--- src/hdl/power_state_defines.vh ---
// Constants of the power state event recorder: register indices,
// field positions, reset values and timing.
// Assumes inclusion by bare name from the design file.
`ifndef POWER_STATE_DEFINES_VH
`define POWER_STATE_DEFINES_VH

// Register indices; byte address is four times the index
`define IDX_POWER_STATE 16'h4003
`define IDX_ON_SOURCE 16'h400e
`define IDX_OFF_SOURCE 16'h400f
`define IDX_EVENT_CONFIG 16'h4020

// Power state register fields
`define BIT_CHIP_ON 15
`define BIT_CHIP_SLEEP 14

// On source register fields
`define BIT_TRANSITION_TYPE 15
`define BIT_WAKE_GPIO 11
`define BIT_WAKE_SUPPLY_LOW 10
`define BIT_WAKE_WATCHDOG 7
`define BIT_WAKE_SOFTWARE 6
`define BIT_WAKE_ALARM 5
`define BIT_WAKE_BUTTON 4
`define BIT_CAUSE_CONV_UV_RESET 3
`define BIT_CAUSE_SOFT_RESET 2
`define BIT_CAUSE_HARD_RESET 1
`define BIT_CAUSE_WDOG_RESET 0

// Off source register fields
`define BIT_OFF_REG_ERROR 13
`define BIT_OFF_SEQ_FAIL 12
`define BIT_OFF_GPIO 11
`define BIT_OFF_SUPPLY_LOW 10
`define BIT_OFF_OVERTEMP 9
`define BIT_OFF_SOFTWARE 6
`define BIT_OFF_BUTTON 4

// Event config register fields (low bit, width in comment)
`define CFG_GPIO_LSB 0
`define CFG_BUTTON_LSB 4
`define CFG_WDOG_LSB 8
`define CFG_SUPPLY_LSB 12
`define CFG_RESET 16'h0000

// Gpio modes (3 bits)
`define GPIO_NONE 3'h0
`define GPIO_ON 3'h1
`define GPIO_ON_OFF 3'h2
`define GPIO_SLEEP 3'h3
`define GPIO_SLEEP_WAKE 3'h4
// Button actions (2 bits)
`define BUTTON_ON 2'h1
`define BUTTON_OFF 2'h2
// Watchdog actions (2 bits)
`define WDOG_WAKE 2'h1
`define WDOG_RESET 2'h2
// Supply monitor actions (2 bits)
`define SUPPLY_WAKE 2'h1
`define SUPPLY_OFF 2'h2

`define SOURCE_RESET 16'h0000

// Timing
`define CLK_HZ 100000000
`define SEQ_TIMEOUT_S 2
`define SEQ_TIMEOUT_CYCLES (`SEQ_TIMEOUT_S * `CLK_HZ)

`endif

--- src/hdl/power_state_event_recorder.v ---
// Power state controller that records the cause of the newest on/wake
// and off transitions in two read-only source registers.
// Assumes an APB3 master on pclk and event pins from other domains.
//
// Overview of operation
// - Hardware reset sets on-source bit 1
// - Watchdog device reset sets on-source bit 0
// - Regulator error off sets off-source bit 13
// - Sequence failure off sets off-source bit 12
// - Gpio on/off request sets off-source bit 11
// - Supply low or shutdown sets off-source 10
// - Over-temperature shutdown sets off-source bit 9
// - Software chip-on clear sets off-source bit 6
// - Button off request sets off-source bit 4
// - Alarm in off: on, type plus alarm
// - Gpio on request: on, type plus gpio
// - Button on request: on, type plus button
// - Software sleep-bit clear wakes, software flag only
// - Watchdog wake config: wake, watchdog flag
// - Alarm in sleep: wake, alarm flag only
// - Gpio, supply, button wake set own flag
// - Reset causes off, recorded by reset flag
// - Shutdown always off; undervolt off when configured
// - Startup failure forces off as sequence failure
// - Software or gpio sleep request enters sleep
// - Source registers change only on new events
// - On sequence over two seconds forces off
// - Reset is off then on, recorded reset
// - Sleep leaves off source untouched
//
// Design decision made here: the APB slave port.
`timescale 1ns/1ps
`include "power_state_defines.vh"

module power_state_event_recorder #(
	parameter [31:0] SEQ_TIMEOUT_CYCLES = `SEQ_TIMEOUT_CYCLES
) (
	// Clock, reset, enable
	input wire pclk,
	input wire presetn,
	input wire ce,
	// APB slave
	input wire psel,
	input wire penable,
	input wire pwrite,
	input wire [31:0] paddr,
	input wire [31:0] pwdata,
	output reg [31:0] prdata,
	output reg pready,
	output reg pslverr,
	// Event pins, asynchronous levels, active high
	input wire rtc_alarm,
	input wire gpio_request,
	input wire button_request,
	input wire watchdog_timeout,
	input wire supply_below_low,
	input wire supply_below_shutdown,
	input wire overtemperature,
	input wire regulator_error,
	input wire hard_reset_request,
	input wire soft_reset_request,
	input wire converter_undervolt,
	input wire startup_failed,
	input wire sequence_done,
	// Power state outputs
	output reg chip_on,
	output reg chip_sleep,
	output reg sequence_run
);

	// ------------------------------------------------------------
	// States
	// ------------------------------------------------------------
	localparam [3:0] ST_OFF = 4'h1;
	localparam [3:0] ST_SEQ = 4'h2;
	localparam [3:0] ST_ON = 4'h4;
	localparam [3:0] ST_SLEEP = 4'h8;
	localparam integer NPIN = 13;

	function [15:0] one_hot16;
		input [3:0] pos;
		begin
			one_hot16 = 16'h0001 << pos;
		end
	endfunction

	function addr_is;
		input [31:0] addr;
		input [15:0] idx;
		begin
			addr_is = (addr == {14'h0000, idx, 2'b00});
		end
	endfunction

	// ------------------------------------------------------------
	// Pin synchronisers and edge detection
	// ------------------------------------------------------------
	reg [NPIN-1:0] pin_meta;
	reg [NPIN-1:0] pin_sync;
	reg [NPIN-1:0] pin_prev;
	wire [NPIN-1:0] pin_rise;

	always @(posedge pclk or negedge presetn) begin
		if (!presetn) begin
			pin_meta <= {NPIN{1'b0}};
			pin_sync <= {NPIN{1'b0}};
			pin_prev <= {NPIN{1'b0}};
		end else if (ce) begin
			pin_meta <= {
				sequence_done,
				startup_failed,
				converter_undervolt,
				soft_reset_request,
				hard_reset_request,
				regulator_error,
				overtemperature,
				supply_below_shutdown,
				supply_below_low,
				watchdog_timeout,
				button_request,
				gpio_request,
				rtc_alarm
			};
			pin_sync <= pin_meta;
			pin_prev <= pin_sync;
		end
	end

	// Events act on assertion only, so a held level fires once
	assign pin_rise = pin_sync & ~pin_prev;
	wire ev_alarm = pin_rise[0];
	wire ev_gpio = pin_rise[1];
	wire ev_button = pin_rise[2];
	wire ev_wdog = pin_rise[3];
	wire ev_low = pin_rise[4];
	wire ev_shutdown = pin_rise[5];
	wire ev_hot = pin_rise[6];
	wire ev_reg_err = pin_rise[7];
	wire ev_hard_rst = pin_rise[8];
	wire ev_soft_rst = pin_rise[9];
	wire ev_conv_uv = pin_rise[10];
	wire ev_start_fail = pin_rise[11];
	wire seq_done_lvl = pin_sync[12];

	// ------------------------------------------------------------
	// Registers
	// ------------------------------------------------------------
	reg [3:0] state;
	reg [3:0] next_state;
	reg [15:0] on_source;
	reg [15:0] next_on_source;
	reg [15:0] off_source;
	reg [15:0] next_off_source;
	reg [15:0] event_config;
	reg [31:0] seq_count;

	wire [2:0] gpio_mode = event_config[`CFG_GPIO_LSB +: 3];
	wire [1:0] button_act = event_config[`CFG_BUTTON_LSB +: 2];
	wire [1:0] wdog_act = event_config[`CFG_WDOG_LSB +: 2];
	wire [1:0] supply_act = event_config[`CFG_SUPPLY_LSB +: 2];

	// ------------------------------------------------------------
	// Bus decode
	// ------------------------------------------------------------
	// Write takes effect on the completing edge only
	wire apb_done = psel & penable & pready;
	wire wr_done = apb_done & pwrite;
	wire wr_state = wr_done & addr_is(paddr, `IDX_POWER_STATE);
	wire wr_config = wr_done & addr_is(paddr, `IDX_EVENT_CONFIG);
	wire sw_off = wr_state & ~pwdata[`BIT_CHIP_ON];
	wire sw_sleep = wr_state & pwdata[`BIT_CHIP_ON] & pwdata[`BIT_CHIP_SLEEP];
	wire sw_wake = wr_state & pwdata[`BIT_CHIP_ON] & ~pwdata[`BIT_CHIP_SLEEP];

	// One below the limit, since the count starts at zero on entry
	wire seq_timeout = (state == ST_SEQ) && (seq_count >= SEQ_TIMEOUT_CYCLES - 32'd1);

	// ------------------------------------------------------------
	// Transition and cause selection
	// ------------------------------------------------------------
	// Priority: fault off causes, then resets, then software/button/gpio off, then sleep, then on/wake.
	// Only one event is recorded per cycle; lower ones are dropped.
	always @* begin
		next_state = state;
		next_on_source = on_source;
		next_off_source = off_source;
		// A corrupted state code falls back to off rather than hang
		if (state != ST_OFF && state != ST_SEQ && state != ST_ON
			&& state != ST_SLEEP) begin
			next_state = ST_OFF;
		end else if (state != ST_OFF) begin
			if (ev_reg_err) begin
				next_state = ST_OFF;
				next_off_source = one_hot16(`BIT_OFF_REG_ERROR);
			end else if (ev_start_fail || seq_timeout) begin
				next_state = ST_OFF;
				next_off_source = one_hot16(`BIT_OFF_SEQ_FAIL);
			end else if (ev_shutdown || (ev_low && supply_act == `SUPPLY_OFF)) begin
				next_state = ST_OFF;
				next_off_source = one_hot16(`BIT_OFF_SUPPLY_LOW);
			end else if (ev_hot) begin
				next_state = ST_OFF;
				next_off_source = one_hot16(`BIT_OFF_OVERTEMP);
			end else if (ev_hard_rst || ev_soft_rst || ev_conv_uv
				|| (ev_wdog && wdog_act == `WDOG_RESET)) begin
				// Off then straight back into the on sequence
				next_state = ST_SEQ;
				if (ev_hard_rst)
					next_on_source = one_hot16(`BIT_CAUSE_HARD_RESET);
				else if (ev_soft_rst)
					next_on_source = one_hot16(`BIT_CAUSE_SOFT_RESET);
				else if (ev_conv_uv)
					next_on_source = one_hot16(`BIT_CAUSE_CONV_UV_RESET);
				else
					next_on_source = one_hot16(`BIT_CAUSE_WDOG_RESET);
			end else if (sw_off) begin
				next_state = ST_OFF;
				next_off_source = one_hot16(`BIT_OFF_SOFTWARE);
			end else if (ev_button && button_act == `BUTTON_OFF) begin
				next_state = ST_OFF;
				next_off_source = one_hot16(`BIT_OFF_BUTTON);
			end else if (ev_gpio && gpio_mode == `GPIO_ON_OFF && state != ST_SEQ) begin
				next_state = ST_OFF;
				next_off_source = one_hot16(`BIT_OFF_GPIO);
			end else if (state == ST_ON) begin
				// Sleep leaves the off source alone
				if (sw_sleep || (ev_gpio && (gpio_mode == `GPIO_SLEEP
					|| gpio_mode == `GPIO_SLEEP_WAKE)))
					next_state = ST_SLEEP;
			end else if (state == ST_SLEEP) begin
				if (sw_wake) begin
					next_state = ST_ON;
					next_on_source = one_hot16(`BIT_WAKE_SOFTWARE);
				end else if (ev_wdog && wdog_act == `WDOG_WAKE) begin
					next_state = ST_ON;
					next_on_source = one_hot16(`BIT_WAKE_WATCHDOG);
				end else if (ev_alarm) begin
					next_state = ST_ON;
					next_on_source = one_hot16(`BIT_WAKE_ALARM);
				end else if (ev_gpio && gpio_mode == `GPIO_SLEEP_WAKE) begin
					next_state = ST_ON;
					next_on_source = one_hot16(`BIT_WAKE_GPIO);
				end else if (ev_low && supply_act == `SUPPLY_WAKE) begin
					next_state = ST_ON;
					next_on_source = one_hot16(`BIT_WAKE_SUPPLY_LOW);
				end else if (ev_button && button_act == `BUTTON_ON) begin
					next_state = ST_ON;
					next_on_source = one_hot16(`BIT_WAKE_BUTTON);
				end
			end else if (seq_done_lvl) begin
				next_state = ST_ON;
			end
		end else begin
			if (ev_alarm) begin
				next_state = ST_SEQ;
				next_on_source = one_hot16(`BIT_TRANSITION_TYPE)
					| one_hot16(`BIT_WAKE_ALARM);
			end else if (ev_gpio && (gpio_mode == `GPIO_ON
				|| gpio_mode == `GPIO_ON_OFF)) begin
				next_state = ST_SEQ;
				next_on_source = one_hot16(`BIT_TRANSITION_TYPE)
					| one_hot16(`BIT_WAKE_GPIO);
			end else if (ev_button && button_act == `BUTTON_ON) begin
				next_state = ST_SEQ;
				next_on_source = one_hot16(`BIT_TRANSITION_TYPE)
					| one_hot16(`BIT_WAKE_BUTTON);
			end
		end
	end

	// ------------------------------------------------------------
	// State, sources and sequence timer
	// ------------------------------------------------------------
	always @(posedge pclk or negedge presetn) begin
		if (!presetn) begin
			state <= ST_OFF;
			on_source <= `SOURCE_RESET;
			off_source <= `SOURCE_RESET;
			seq_count <= 32'h00000000;
			chip_on <= 1'b0;
			chip_sleep <= 1'b0;
			sequence_run <= 1'b0;
		end else if (ce) begin
			// Outputs follow next_state so they stay in step with state
			case (next_state)
				ST_OFF: begin
					chip_on <= 1'b0;
					chip_sleep <= 1'b0;
					sequence_run <= 1'b0;
				end
				ST_SEQ: begin
					chip_on <= 1'b1;
					chip_sleep <= 1'b0;
					sequence_run <= 1'b1;
				end
				ST_ON: begin
					chip_on <= 1'b1;
					chip_sleep <= 1'b0;
					sequence_run <= 1'b0;
				end
				ST_SLEEP: begin
					chip_on <= 1'b1;
					chip_sleep <= 1'b1;
					sequence_run <= 1'b0;
				end
				default: begin
					// Unreachable codes drive the off outputs
					chip_on <= 1'b0;
					chip_sleep <= 1'b0;
					sequence_run <= 1'b0;
				end
			endcase
			state <= next_state;
			// Sources only move when an event selected a new value
			on_source <= next_on_source;
			off_source <= next_off_source;
			// Timer restarts on every entry, and on a reset in the sequence that changes the on source
			if (next_state == ST_SEQ && state != ST_SEQ)
				seq_count <= 32'h00000000;
			else if (next_state == ST_SEQ && next_on_source != on_source)
				seq_count <= 32'h00000000;
			else if (state == ST_SEQ)
				seq_count <= seq_count + 32'd1;
		end
	end

	// ------------------------------------------------------------
	// APB slave, one wait state per transfer
	// ------------------------------------------------------------
	reg [31:0] read_mux;
	reg read_ok;

	always @* begin
		read_mux = 32'h00000000;
		read_ok = 1'b1;
		// Upper halves read zero; registers are 16 bits wide
		if (addr_is(paddr, `IDX_POWER_STATE))
			read_mux = {16'h0000, chip_on, chip_sleep, 14'h0000};
		else if (addr_is(paddr, `IDX_ON_SOURCE))
			read_mux = {16'h0000, on_source};
		else if (addr_is(paddr, `IDX_OFF_SOURCE))
			read_mux = {16'h0000, off_source};
		else if (addr_is(paddr, `IDX_EVENT_CONFIG))
			read_mux = {16'h0000, event_config};
		else
			read_ok = 1'b0;
	end

	always @(posedge pclk or negedge presetn) begin
		if (!presetn) begin
			prdata <= 32'h00000000;
			pready <= 1'b0;
			pslverr <= 1'b0;
			event_config <= `CFG_RESET;
		end else if (ce) begin
			if (psel && penable && !pready) begin
				pready <= 1'b1;
				// Source registers are read-only: a write there errors
				pslverr <= !read_ok || (pwrite
					&& (addr_is(paddr, `IDX_ON_SOURCE)
					|| addr_is(paddr, `IDX_OFF_SOURCE)));
				prdata <= pwrite ? 32'h00000000 : read_mux;
			end else begin
				pready <= 1'b0;
				pslverr <= 1'b0;
			end
			// Config writes are taken in every power state
			if (wr_config)
				event_config <= pwdata[15:0];
		end
	end

endmodule

--- config.mk ---
export PLATFORM = sky130hd
export DESIGN_NAME = power_state_event_recorder
export DESIGN_NICKNAME = d
export VERILOG_FILES = /design/src/hdl/power_state_event_recorder.v
export VERILOG_INCLUDE_DIRS = /design/src /design/src/hdl
export SDC_FILE = /design/constraint.sdc
export NUM_CORES = 1
export LEC_CHECK = 0
export BUFFER_PORTS_ARGS = -buffer_cell sky130_fd_sc_hd__buf_4
export CAP_MARGIN = 20
export CORE_MARGIN = 8
export CORE_UTILIZATION = 35
export CTS_CLUSTER_DIAMETER = 60
export DETAILED_ROUTE_END_ITERATION = 16
export GPL_ROUTABILITY_DRIVEN = 0
export GPL_TIMING_DRIVEN = 0
export SETUP_SLACK_MARGIN = 0.2
export SYNTH_ARGS = -nofsm -noshare
export SYNTH_HDL_FRONTEND = slang
export SYNTH_SLANG_ARGS = --single-unit
--- constraint.sdc ---
create_clock -name pclk -period 2.9 [get_ports pclk]
set_input_delay 0.58 -clock pclk [delete_from_list [all_inputs] [get_ports pclk]]
set_output_delay 0.58 -clock pclk [all_outputs]
set_load 0.005 [all_outputs]
* Word-level counts from Yosys, hierarchy flattened
Cells that the tools add are included.
Cells by class: multiplexer cells 72, reductions and logical operators 39, magnitude comparators 1, equality and inequality tests 26, bitwise gates (word level) 14, add/subtract/negate cells 1
Operator list (number):
- 2-to-1 mux 16 bit | 33
- equality test 32 x 17 -> 1 bit (second input constant) | 4
- 2-to-1 mux 32 bit | 4
- 2-to-1 mux 4 bit | 26
- adder 32 x 1 -> 32 bit (second input constant) | 1
- >= comparator 32 x 28 -> 1 bit (second input constant) | 1
- logical AND 1 bit | 20
- != test 16 bit | 1
- AND 12 bit | 1
- inverter 12 bit | 1
- logical OR 1 bit | 10
- AND 1 bit | 9
- 2-to-1 mux 1 bit | 9
- equality test 4 x 2 -> 1 bit (second input constant) | 2
- equality test 4 x 3 -> 1 bit (second input constant) | 2
- equality test 4 bit (second input constant) | 2
- nonzero test 7 bit | 1
- equality test 2 x 1 -> 1 bit (second input constant) | 3
- equality test 2 bit (second input constant) | 3
- equality test 3 x 2 -> 1 bit (second input constant) | 2
- AND reduction 2 bit | 3
- != test 5 bit (second input constant) | 1
- AND reduction 5 bit | 1
- != test 4 x 1 -> 1 bit (second input constant) | 1
- other kinds (9) | 12
Word-level totals: input bits 83, logic and storage cells 167, register bits 159

* Longest topological paths before layout
Gate-level depths: netlist of the first run.
word-level depth 25, mapped depth 15, depth with buffers taken out 12

* Worst setup path before layout of the first run
OpenSTA, ideal clock, no wires.
path kind in2reg, start point in paddr[2], end point reg seq_count[12], arrival time 2.874 ns, path slack -0.056 ns, cell stages on the path 11, path through clkbuf_1 > and4b_1 > nand4_1 > o211ai_2 > nand2_2 > nor4_1 > o21ba_1 > a41oi_2 > buf_2 > or3_1 > a31oi_1
On the way: longest elaborated chain between the ends 21
RTL lines:
- start, declared | line power_state_event_recorder.v:46 | input wire [31:0] paddr,
- equality test 32 x 17 -> 1 bit * | line power_state_event_recorder.v:91 | addr_is = (addr == {14'h0000, idx, 2'b00});
- AND 1 bit * | line power_state_event_recorder.v:168 | wire wr_state = wr_done & addr_is(paddr, `IDX_POWER_STATE);
- AND 1 bit | line power_state_event_recorder.v:171, power_state_event_recorder.v:172
- AND 1 bit (on tied branches) | line power_state_event_recorder.v:172, power_state_event_recorder.v:171
- 2-to-1 mux 16 bit (tied with other cells) | line power_state_event_recorder.v:230 | if (sw_wake) begin
- 2-to-1 mux 16 bit (tied with other cells) | line power_state_event_recorder.v:229 | end else if (state == ST_SLEEP) begin
- 2-to-1 mux 16 bit or 2-to-1 mux 4 bit (tied branches) | line power_state_event_recorder.v:224 | end else if (state == ST_ON) begin
- 2-to-1 mux 16 bit or 2-to-1 mux 4 bit (tied branches) | line power_state_event_recorder.v:221 | end else if (ev_gpio && gpio_mode == `GPIO_ON_OFF && state != ST_SEQ) begin
- [5 not listed]
- 2-to-1 mux 16 bit or 2-to-1 mux 4 bit (tied branches) | line power_state_event_recorder.v:194 | end else if (ev_start_fail || seq_timeout) begin
- 2-to-1 mux 16 bit or 2-to-1 mux 4 bit (tied branches) | line power_state_event_recorder.v:191 | if (ev_reg_err) begin
- 2-to-1 mux 16 bit or 2-to-1 mux 4 bit (tied branches) | line power_state_event_recorder.v:190 | end else if (state != ST_OFF) begin
- 2-to-1 mux 16 bit or 2-to-1 mux 4 bit (tied branches) | line power_state_event_recorder.v:187 | if (state != ST_OFF && state != ST_SEQ && state != ST_ON
- != test 16 bit or equality test 4 x 2 -> 1 bit (tied branches) | line power_state_event_recorder.v:319, power_state_event_recorder.v:317
- logical AND 1 bit (on tied branches) | line power_state_event_recorder.v:319, power_state_event_recorder.v:317
- nonzero test 3 bit (no source line) or 2-to-1 mux 32 bit (tied branches)
- AND reduction 2 bit (no source line) or 2-to-1 mux 32 bit (tied branches)
- end signal, assigned | line power_state_event_recorder.v:322 | seq_count <= seq_count + 32'd1;
- end, declared | line power_state_event_recorder.v:155 | reg [31:0] seq_count;
Mark *: on every way between the ends. The rest lies on a longest branch, timed or not. A chain may end at the register's enable or synchronous reset.

* Final worst setup path of the first run
start point reg pin_prev[1], end point reg seq_count[29]
On the way: longest elaborated chain between the ends 23
RTL lines:
- start, declared | line power_state_event_recorder.v:100 | reg [NPIN-1:0] pin_prev;
- start signal, assigned | line power_state_event_recorder.v:107 | pin_prev <= {NPIN{1'b0}};
- start signal, assigned | line power_state_event_recorder.v:125 | pin_prev <= pin_sync;
- inverter 12 bit * | line power_state_event_recorder.v:130 | assign pin_rise = pin_sync & ~pin_prev;
- AND 12 bit * | line power_state_event_recorder.v:130
- logical AND 1 bit (no source line)
- 2-to-1 mux 16 bit or 2-to-1 mux 4 bit (tied branches) | line power_state_event_recorder.v:239 | end else if (ev_gpio && gpio_mode == `GPIO_SLEEP_WAKE) begin
- 2-to-1 mux 16 bit or 2-to-1 mux 4 bit (tied branches) | line power_state_event_recorder.v:236 | end else if (ev_alarm) begin
- 2-to-1 mux 16 bit or 2-to-1 mux 4 bit (tied branches) | line power_state_event_recorder.v:233 | end else if (ev_wdog && wdog_act == `WDOG_WAKE) begin
- 2-to-1 mux 16 bit or 2-to-1 mux 4 bit (tied branches) | line power_state_event_recorder.v:230
- 2-to-1 mux 16 bit or 2-to-1 mux 4 bit (tied branches) | line power_state_event_recorder.v:229
- [7 not listed]
- 2-to-1 mux 16 bit or 2-to-1 mux 4 bit (tied branches) | line power_state_event_recorder.v:194
- 2-to-1 mux 16 bit or 2-to-1 mux 4 bit (tied branches) | line power_state_event_recorder.v:191
- 2-to-1 mux 16 bit or 2-to-1 mux 4 bit (tied branches) | line power_state_event_recorder.v:190
- 2-to-1 mux 16 bit or 2-to-1 mux 4 bit (tied branches) | line power_state_event_recorder.v:187
- != test 16 bit or equality test 4 x 2 -> 1 bit (tied branches) | line power_state_event_recorder.v:319, power_state_event_recorder.v:317
- logical AND 1 bit (on tied branches) | line power_state_event_recorder.v:319, power_state_event_recorder.v:317
- nonzero test 3 bit (no source line) or 2-to-1 mux 32 bit (tied branches)
- AND reduction 2 bit (no source line) or 2-to-1 mux 32 bit (tied branches)
Marks and branches as above.

==> results_dict.tcl, run 1 <==
set metrics [dict create \
    status "complete, but fails checks" \
    violations "negative setup slack" \
    core.rowCount 52 \
    p_int_mw 4.66 \
    layout-drive-gt1-share_pct 39.3 \
    die_x_um 160 \
    grt_pass1_wl_mm 34.9 \
    clock_sinks 134 \
    slowest_delay_ns 0.44 \
    grt_overflow 0 \
    routed_via_density 5.55 \
    cp-start-kind "flip-flop" \
    synth_cell_types 80 \
    final_cells 1202 \
    cp_num_buf_inv 2 \
    min_period_ns 3.12 \
    combPwrFrac_pct 38.2 \
    yosysTopAreaCell "dfrtp_1" \
    p_sw_mw 2.52 \
    drt_pre_antenna_iters 5 \
    crit_path_end_kind "flip-flop" \
    grt_use_total_pct 16.7 \
    setup_ws_ns -0.216 \
    yosysTopAreaCellShare_pct 45.8 \
    setup_viol_count_final 32 \
    synth-seq-cells 134 \
    num-fill-cells 1895 \
    ir_drop_mv 0.422 \
    layout_commonest_cell "buf_4" \
    clk_pin_slew_worst_paths_ns 0.06 \
    finClkSkew_ns 0.0192 \
    p_leak_nw 4.36 \
    grt_pass1_vias 6446 \
    clkPwrFrac_pct 30.3 \
    initial_core_util_pct 35.8 \
    path_class "reg -> reg" \
    grt_max_degree 86 \
    coreArea_um2 20300 \
    synthFlopType "dfrtp_1" \
    synthCells 744 \
    wl_per_cell_um 18.2 \
    power_density_nw_per_um2 714 \
    dp_hpwl_mm 15.1 \
    drc_errors 0 \
    synth_edf_count 0 \
    dp.cells 1117 \
    reg2reg_depth 13 \
    cts_tree "yes" \
    clock_latency_ns 0.42 \
    clock.fmax_ghz 0.321 \
    switching_share_pct 35.1 \
    worst_path_max_delay_cell "dfrtp_1" \
    htreeDepth 4 \
    die_y_um 160 \
    cp.required_ns 3.24 \
    critPathTopFamily "simple AND/OR/NAND/NOR gates" \
    path_cells "or3b_4 > o41ai_4 > buf_4 > nor2_2 > nand2_2 > a211oi_4 > o311ai_4 > and3_4 > a41oi_4 > nor2_4 > buf_6 > a41oi_2 > a31oi_1" \
    hold_viol 0 \
    port_buffers 86 \
    worstPathArrival_ns 3.46 \
    max_slew.worst_pin.slew_ns 0.793 \
    io_pins 120 \
    num_antenna_cells 0 \
    dieArea_um2 25600 \
    maxSlewHeadroom_pct 47.1 \
    antenna_left 0 \
    cts_root_buf "clkbuf_16" \
    path_depth 13 \
    synth_seq_area_share_pct 46.2 \
    drv_cap 0 \
    async_reset_ff_share_pct 100 \
    dr_total_vias 6677 \
    hold_path_class "in -> async" \
    setup_tns_ns -5.60 \
    antenna_found_initial 0 \
    cp_max_fo 5 \
    nets 1005 \
    seqPwrFrac_pct 31.6 \
    post-route-period-util_pct 107 \
    syn_to_final_growth_pct 38.5 \
    drt_iter0_drc 620 \
    rsz0062_at_grt "yes" \
    totalWireLength_mm 21.9 \
    synth.area.top_cells "dfrtp_1 46%, mux2_2 9.3%, nand2_1 4.1%" \
    clock_path_buffers 2 \
    slew_viol_final 0 \
    syn_area_um2 7260 \
    ys_warn_count 0 \
    mostFrequentLayoutCells "144 x buf_4, 131 x dfrtp_1, 70 x nand2_1" \
    synth.avg_cell_area_um2 9.76 \
    cts-buffers-inserted 17 \
    hold_ws_ns 0.110 \
]
logic make-up (layout without fill, tap and decap cells):
family	Yosys count	in the layout	share of synthesized area (%)
AND/OR/NAND/NOR	279	280	21.1
AO/OA/AOI/OAI	199	199	18.0
flip-flops	134	134	46.2
buffers and inverters	65	237	4.51
multiplexers	63	63	9.72
XOR/XNOR	2	2	0.241
adder cells (fa/ha/maj)	1	1	0.172
other	1	16	0.0516
stage by stage:
| step | instance area, um^2 | utilization (%) | worst slack (ns) | total power, mW |
|---|---|---|---|---|
| 5_1_grt | 10100 | 49.5 | -0.350 | 7.52 |
| 4_1_cts | 9750 | 48.0 | -0.163 | 6.95 |
| 6_report | 10100 | 49.5 | -0.216 | 7.18 |
| 3_3_place_gp | 8450 | 41.6 | -0.703 | 4.12 |
| 2_1_floorplan | 7460 | - | 0.108 | 3.49 |
| 3_5_place_dp | 8480 | 41.8 | -0.733 | 4.14 |
cells in the mapped netlist (9+ instances only):
library cell,n
a31oi_1,34
nand4_1,14
o31ai_1,9
and3_1,17
a21oi_1,36
clkbuf_1,17
nand3_1,24
nor2_1,43
nor4_1,9
dfrtp_1,133
inv_1,17
nor2b_1,12
buf_2,9
a22oi_1,15
nor3_1,14
o21ai_0,54
nand2b_1,10
mux2_2,60
nand2_1,79
buf_4,19
cell type report:
| type | count | area, um^2 | share of cell area [%] |
|---|---|---|---|
| repair buffers | 142 | 1140 | 11.4 |
| clock buffers | 18 | 439 | 4.37 |
| well taps | 270 | 338 | 3.36 |
| inverters | 17 | 63.8 | 0.635 |
| plain buffers | 48 | 360 | 3.58 |
| multi-input cells | 561 | 4200 | 41.8 |
| flip-flops and latches | 134 | 3360 | 33.4 |
| clock inverters | 12 | 154 | 1.53 |
final timing paths:
check	from	endpoint	slack, ns
worst max register to register	pin_prev[1]	seq_count[29]	-0.22
worst min-delay path	presetn	event_config[13]	0.11
worst min register to register	prdata[2]	prdata[2]	0.48
worst max-delay path	pin_prev[1]	seq_count[29]	-0.22
max in group asynchronous	presetn	seq_count[28]	2.00
min in group pclk	converter_undervolt	pin_meta[10]	0.39
registers in the layout, summed over array words and instances (netlist names), 7 cells and up:
register / cells
seq_count: 32
event_config: 16
on_source: 16
prdata: 16
pin_meta: 13
pin_sync: 13
pin_prev: 12
off_source: 7
power groups by stage:
stage	clock, mW	combinational, mW	sequential (mW)
floorplan	0	1.30	2.20
global placement	0	1.84	2.27
detailed placement	0	1.86	2.28
CTS	2.22	2.47	2.26
global route	2.30	2.93	2.29
finish	2.17	2.74	2.27
layer usage:
layer / vias to the layer above / track usage [%] / wire (um)
li1: 3111 / - / -
met1: 3234 / 22.8 / 10000
met2: 282 / 24.9 / 9640
met3: 50 / 4.78 / 1680
met4: 0 / 5.61 / 570
met5: - / 0 / 0
repair_timing:
item,CTS,global route
hold buffers,0,0
setup endpoints to repair,66,56
pin swaps,38,23
buffers inserted,31,16
gates cloned,8,0
gates resized for setup,96,49
worst register-to-register path, stage by stage (launching register included):
cell and delay [ns]:
dfrtp_1 0.44, or3b_4 0.44, o41ai_4 0.34, buf_4 0.18, nor2_2 0.05, nand2_2 0.13
a211oi_4 0.06, o311ai_4 0.29, and3_4 0.23, a41oi_4 0.19, nor2_4 0.28, buf_6 0.18
a41oi_2 0.08, a31oi_1 0.16
(Power assumes the default switching activity.)
==> run 2: changes to the inputs <==
Settings changed: CTS_BUF_LIST set to sky130_fd_sc_hd__clkbuf_8.
==> run 2 against run 1 <==
  * The flow still finishes with violations (negative setup slack)
  * Critical path depth unchanged
  * Cell area fell by 0.87%
  * Wire length rose by 1.1%
  * First-iteration DRC count is 12% lower
  * Sequential power is essentially flat
  * Non-clock buffer count grew 6
  * Via count is 0.55% higher
  * Die area stayed put
  * Critical path type is now in -> reg
==> results_dict.tcl, run 2 (synthesis gave the netlist of run 1 again) <==
set metrics [dict create \
    htreeDepth 4 \
    min_period_ns 3.17 \
    maxSlewHeadroom_pct 47.4 \
    hold_path_class "in -> async" \
    worstPathArrival_ns 3.54 \
    io_pins 120 \
    status "complete, but fails checks" \
    mostFrequentLayoutCells "150 x buf_4, 130 x dfrtp_1, 68 x nand2_1" \
    drt_iter0_drc 545 \
    core.rowCount 52 \
    clock_path_buffers 2 \
    port_buffers 86 \
    final_core_util_pct 49.1 \
    syn_to_final_growth_pct 37.3 \
    globalRouteMet1Util_pct 22.8 \
    clock.fmax_ghz 0.315 \
    grt_pass1_wl_mm 35.3 \
    top_usage_layer "met2" \
    grt_overflow 0 \
    num_antenna_cells 0 \
    die_x_um 160 \
    p_total_mw 6.79 \
    drc_errors 0 \
    drt_pre_antenna_iters 5 \
    grt_max_degree 86 \
    violations "negative setup slack" \
    clock_sinks 134 \
    antenna_left 0 \
    setup_ws_ns -0.272 \
    ir_drop_mv 0.389 \
    cp_max_fo 6 \
    cts-buffers-inserted 17 \
    cp.required_ns 3.27 \
    layout-drive-gt1-share_pct 40.6 \
    post-place-ws_ns -0.733 \
    path_class "in -> reg" \
    dr_total_vias 6714 \
    coreArea_um2 20300 \
    max_slew.worst_pin.slew_ns 0.789 \
    cts_tree "yes" \
    finalInstanceArea_um2 9970 \
    dp.cells 1117 \
    clk_pin_slew_worst_paths_ns 0.08 \
    grt_util_met3_pct 5.22 \
    initial_core_util_pct 35.8 \
    p_leak_nw 4.31 \
    ff_latch_area_um2 3360 \
    hold_viol 0 \
    grt_util_met2_pct 25.3 \
    cp-start-kind "input pin" \
    rsz0062_at_grt "yes" \
    nets 1011 \
    drv_cap 0 \
    slew_viol_final 0 \
    finClkSkew_ns 0.0117 \
    routed_via_density 5.56 \
    largest_register_ffs 32 \
    totalWireLength_mm 22.2 \
    die_y_um 160 \
    final_cells 1208 \
    place_area_um2 8480 \
    layout_commonest_cell "buf_4" \
    crit_path_end_kind "flip-flop" \
    power_density_nw_per_um2 681 \
    post-route-period-util_pct 109 \
    cts_root_buf "clkbuf_8" \
    dp_hpwl_mm 15.1 \
    wl_per_cell_um 18.3 \
    grt_pass1_vias 6582 \
    dieArea_um2 25600 \
    setup_viol_count_final 32 \
    num-fill-cells 1921 \
    grt_use_total_pct 16.9 \
    antenna_found_initial 0 \
    largest-register "seq_count" \
    clock_latency_ns 0.44 \
    multi_input_area_um2 4220 \
]
-- run 2: changes by cell type in the layout (fill, tap and decap cells not counted), moves of 3 or more --
cell	change
clkbuf_8	+18
clkbuf_16	-16
buf_4	+6
nand3_1	-4
nand3_2	+4
nand2_2	+3
o21ai_0	-3
-- run 2: timing repair --
item,in CTS,in global routing
gates resized for setup,101,57
cloned,8,0
endpoints found under the setup margin,66,54
pin swaps,39,29
buffers inserted,36,17
endpoints found under the hold margin,0,0
hold buffers,0,0
-- run 2: critical path, cell delays in order --
cell and delay (ns):
buf_4 0.12, nor4_4 0.30, and4_1 0.33, nand4_1 0.34
nand2_2 0.29, a211oi_4 0.06, o311ai_4 0.30, and3_4 0.23
a41oi_4 0.18, buf_4 0.21, buf_4 0.15, or3_1 0.30
a31oi_1 0.12
-- run 2: per-layer routing --
metal	part of all wire, %	wire (um)
met4	2.2	498
met1	46	10100
met5	0	0
met3	7.8	1730
met2	44	9840
-- run 2: worst paths after layout --
check / startpoint / to / slack [ns] / cells past startpoint
setup / recovery: paddr[1] / seq_count[12] / -0.27 / 13
hold / removal: presetn / event_config[13] / 0.08 / 1
setup reg to reg: event_config[2] / seq_count[12] / -0.25 / 12
hold reg to reg: prdata[2] / prdata[2] / 0.48 / 2
max in group asynchronous: presetn / seq_count[28] / 2.00 / 2
min in group pclk: pwdata[1] / event_config[1] / 0.35 / 3
-- run 2: per-stage QoR --
step	hold WS, ns	setup TNS [ns]
CTS	0.0624	-3.99
detailed placement	0.465	-29.04
finish	0.0846	-5.93
global placement	0.460	-29.00
global route	0.0769	-9.01
floorplan	0.284	0
-- run 2: where the power goes --
part	internal (mW)	switching, mW
Sequential	2.06	0.200
Clock	0.864	0.744
Combinational	1.37	1.55
Total	4.29	2.50
-- run 2: layout make-up --
type                            instances  area share [%]
Inverter                               17           0.640
Tap cell                              270            3.39
Clock buffer                           18            2.49
Sequential cell                       134            33.7
Multi-Input combinational cell        561            42.3
Clock inverter                         12            1.54
Timing Repair Buffer                  148            12.2
Buffer                                 48            3.73
==> run 3: changes to the inputs <==
Settings changed: ABC_AREA set to 1, CAP_MARGIN 20 to unset.
==> run 3 against run 2 <==
  * The run now ends clean
  * Sequential cell count did not move
  * Clock power rose by 6%
  * First-iteration DRC count rose by 4.0%
  * Total power fell by 1.6%
  * Synthesized cell count rose by 50%
  * Sequential power rose by 12%
  * Worst hold slack got worse by 0.032 ns
  * Register-to-register slack improved by 0.33 ns
  * Sequential share of layout area fell by 1.0 points
  * Global-route usage rose by 0.31 points
==> results_dict.tcl, run 3 <==
set metrics [dict create \
    muxShareOfSynthArea_pct 1.97 \
    nets 1377 \
    synth.area.top_cells "dfrtp_1 42%, nand2_1 17%, nor2_1 5.4%" \
    port_buffers 87 \
    place_area_um2 9090 \
    cp.required_ns 3.29 \
    worstPathArrival_ns 3.22 \
    totalWireLength_mm 24.5 \
    p_leak_nw 5.08 \
    met2_length_mm 11.4 \
    ys_warn_count 0 \
    clock.fmax_ghz 0.354 \
    num-fill-cells 2281 \
    syn_to_final_growth_pct 28.6 \
    synthFlopType "dfrtp_1" \
    dp_hpwl_mm 17.7 \
    multi_input_area_um2 4200 \
    ff_latch_area_um2 3360 \
    cts_root_buf "clkbuf_8" \
    grt_pass1_wl_mm 39.1 \
    setup_ws_ns 0.0755 \
    wl_met3_mm 1.52 \
    drc_errors 0 \
    largest-register "seq_count" \
    yosysTopAreaCell "dfrtp_1" \
    initial_core_util_pct 35.4 \
    cts-buffers-inserted 17 \
    final_core_util_pct 45.5 \
    wl_per_cell_um 15.4 \
    post-route-period-util_pct 97.4 \
    synth_fa_ha_area_share_pct 0.156 \
    drt_pre_antenna_iters 7 \
    max_slew.worst_pin.slew_ns 0.707 \
    synth-simple-area-share_pct 32.9 \
    routed_via_density 5.00 \
    mostFrequentLayoutCells "334 x nand2_1, 149 x buf_4, 130 x dfrtp_1" \
    reg2reg_depth 24 \
    grt_pass1_vias 7329 \
    grt_max_degree 88 \
    highest_layer "met4" \
    drv_cap 0 \
    worstReg2RegStart "seq_count[0]" \
    hold_ws_ns 0.0527 \
    cp-start-kind "flip-flop" \
    clock_sinks 134 \
    hold_path_class "in -> async" \
    layout-drive-gt1-share_pct 24.7 \
    dr_total_vias 7949 \
    finClkSkew_ns 0.0156 \
    async_reset_ff_share_pct 100 \
    dieArea_um2 27900 \
    path_class "reg -> reg" \
    io_pins 120 \
    timing.rr.end "seq_count[5]" \
    die_y_um 167 \
    rsz0062_at_grt "yes" \
    power_density_nw_per_um2 650 \
    finalInstanceArea_um2 10300 \
    ir_drop_mv 0.341 \
    m1WireLength_mm 10.9 \
    die_x_um 167 \
    synth_cell_types 47 \
    r2r_setup_slack_ns 0.08 \
    synthCells 1118 \
    coreArea_um2 22600 \
    post-place-ws_ns -0.214 \
    slowest_delay_ns 0.41 \
    antenna_left 0 \
    critPathTopFamily "simple AND/OR/NAND/NOR gates" \
    setup_viol_count_final 0 \
    synth.most_common_cell "nand2_1" \
    hold_buffers 0 \
    slew_viol_final 0 \
    setup_tns_ns 0 \
    yosysTopAreaCellShare_pct 41.6 \
    crit_path_end_kind "flip-flop" \
    grt_overflow 0 \
    drt_iter0_drc 567 \
    synth_seq_area_share_pct 41.9 \
    cts_tree "yes" \
    path_cells "ha_4 > nand3_4 > nor2_4 > nand2_1 > nand2_1 > nand2_1 > nand2_2 > nand2_4 > nand3_4 > inv_4 > buf_8 > buf_6 > nand2_2 > nand2_2 > nand3_2 > o21ai_2 > nor2_1 > nand3_1 > nor2_1 > nand2_1 > nand2_4 > clkbuf_16 > nand2_2 > nand2_1" \
    synth_xor_area_share_pct 1.20 \
    synth.avg_cell_area_um2 7.15 \
    synth_top_family_by_area "simple AND/OR/NAND/NOR gates" \
    worst_path_max_delay_cell "dfrtp_1" \
    num_antenna_cells 0 \
    cp_max_fo 8 \
    status "finished clean" \
    cp_num_buf_inv 4 \
    grt_use_total_pct 17.3 \
    maxSlewHeadroom_pct 52.9 \
    synth_compound_area_share_pct 12.0 \
    antenna_found_initial 0 \
    largest_register_ffs 32 \
    layout_commonest_cell "nand2_1" \
    min_period_ns 2.82 \
    synth_edf_count 0 \
    clock_latency_ns 0.45 \
    synth_commonest_cells "359 x nand2_1, 133 x dfrtp_1, 116 x nor2_1" \
    clk_pin_slew_worst_paths_ns 0.08 \
    syn_area_um2 8000 \
    core.rowCount 55 \
    synth-seq-cells 134 \
    htreeDepth 4 \
    clock_path_buffers 2 \
    path_common_cell "nand2_1" \
    hold_viol 0 \
]
run 3: changes by cell type after synthesis, sizes merged, moves of 16 or more:
| cell | previous run | this run |
|---|---|---|
| a31oi | 34 | 7 |
| and3 | 17 | 1 |
| inv | 17 | 123 |
| mux2 | 60 | 14 |
| nand2 | 80 | 365 |
| nand3 | 24 | 73 |
| nor2 | 46 | 127 |
| o21ai | 57 | 75 |
| o22ai | 1 | 17 |
run 3: power breakdown:
part | internal, mW | switching [mW] | leakage, nW
registers | 2.20 | 0.318 | 1.76
logic | 1.01 | 1.45 | 3.11
clock network | 0.952 | 0.757 | 0.211
total | 4.16 | 2.53 | 5.08
run 3: worst reg2reg max path, stage by stage (launching register included):
cell and delay (ns):
dfrtp_1 0.41, ha_4 0.18, nand3_4 0.10, nor2_4 0.12
nand2_1 0.05, nand2_1 0.08, nand2_1 0.07, nand2_2 0.09
nand2_4 0.09, nand3_4 0.11, inv_4 0.07, buf_8 0.14
buf_6 0.13, nand2_2 0.07, nand2_2 0.06, nand3_2 0.08
o21ai_2 0.06, nor2_1 0.10, nand3_1 0.08, nor2_1 0.12
nand2_1 0.10, nand2_4 0.16, clkbuf_16 0.18, nand2_2 0.04
nand2_1 0.06
run 3: logic make-up after synthesis:
logic type               count (synthesis)
flip-flops                             134
XOR/XNOR                                11
adder cells (fa/ha/maj)                  1
buffers and inverters                  178
AO/OA/AOI/OAI                          165
AND/OR/NAND/NOR                        614
multiplexers                            14
other                                    1
run 3: stage by stage:
stage,total power [mW],instances
after CTS,6.42,1558
after detailed placement,4.52,1506
final,6.68,1589
after global placement,4.49,1505
after global routing,7.12,1589
after floorplan,3.90,1133
run 3: routing by layer:
metal  GRT usage [%]  up-vias
li1                -     3938
met1            23.1     3698
met2            27.1      258
met3            3.24       55
met4            6.99        0
met5               0        -
run 3: final cells by class:
| type | instances | share of cell area (%) |
|---|---|---|
| clock inverter | 12 | 1.72 |
| clock buffer | 18 | 2.41 |
| tap | 285 | 3.47 |
| timing repair buffer | 141 | 11.0 |
| sequential | 134 | 32.7 |
| inverter | 125 | 4.59 |
| buffer | 53 | 3.35 |
| multi-input combinational | 821 | 40.9 |
run 3: worst max path at each step:
| stage | from | end | slack [ns] | cells past startpoint |
|---|---|---|---|---|
| floorplan | paddr[1] | seq_count[25] | 0.46 | 22 |
| global placement | paddr[31] | seq_count[2] | -0.20 | 23 |
| detailed placement | paddr[31] | seq_count[2] | -0.21 | 23 |
| CTS | seq_count[1] | seq_count[21] | 0.17 | 24 |
| global route | seq_count[13] | seq_count[27] | -0.13 | 25 |
| finish | seq_count[0] | seq_count[5] | 0.08 | 24 |
run 3: timing repair:
item / in CTS / in global routing
endpoints found under the setup margin: 34 / 41
pin swaps: 14 / 36
gates resized for setup: 30 / 73
buffers inserted: 21 / 30
cloned: 1 / 1
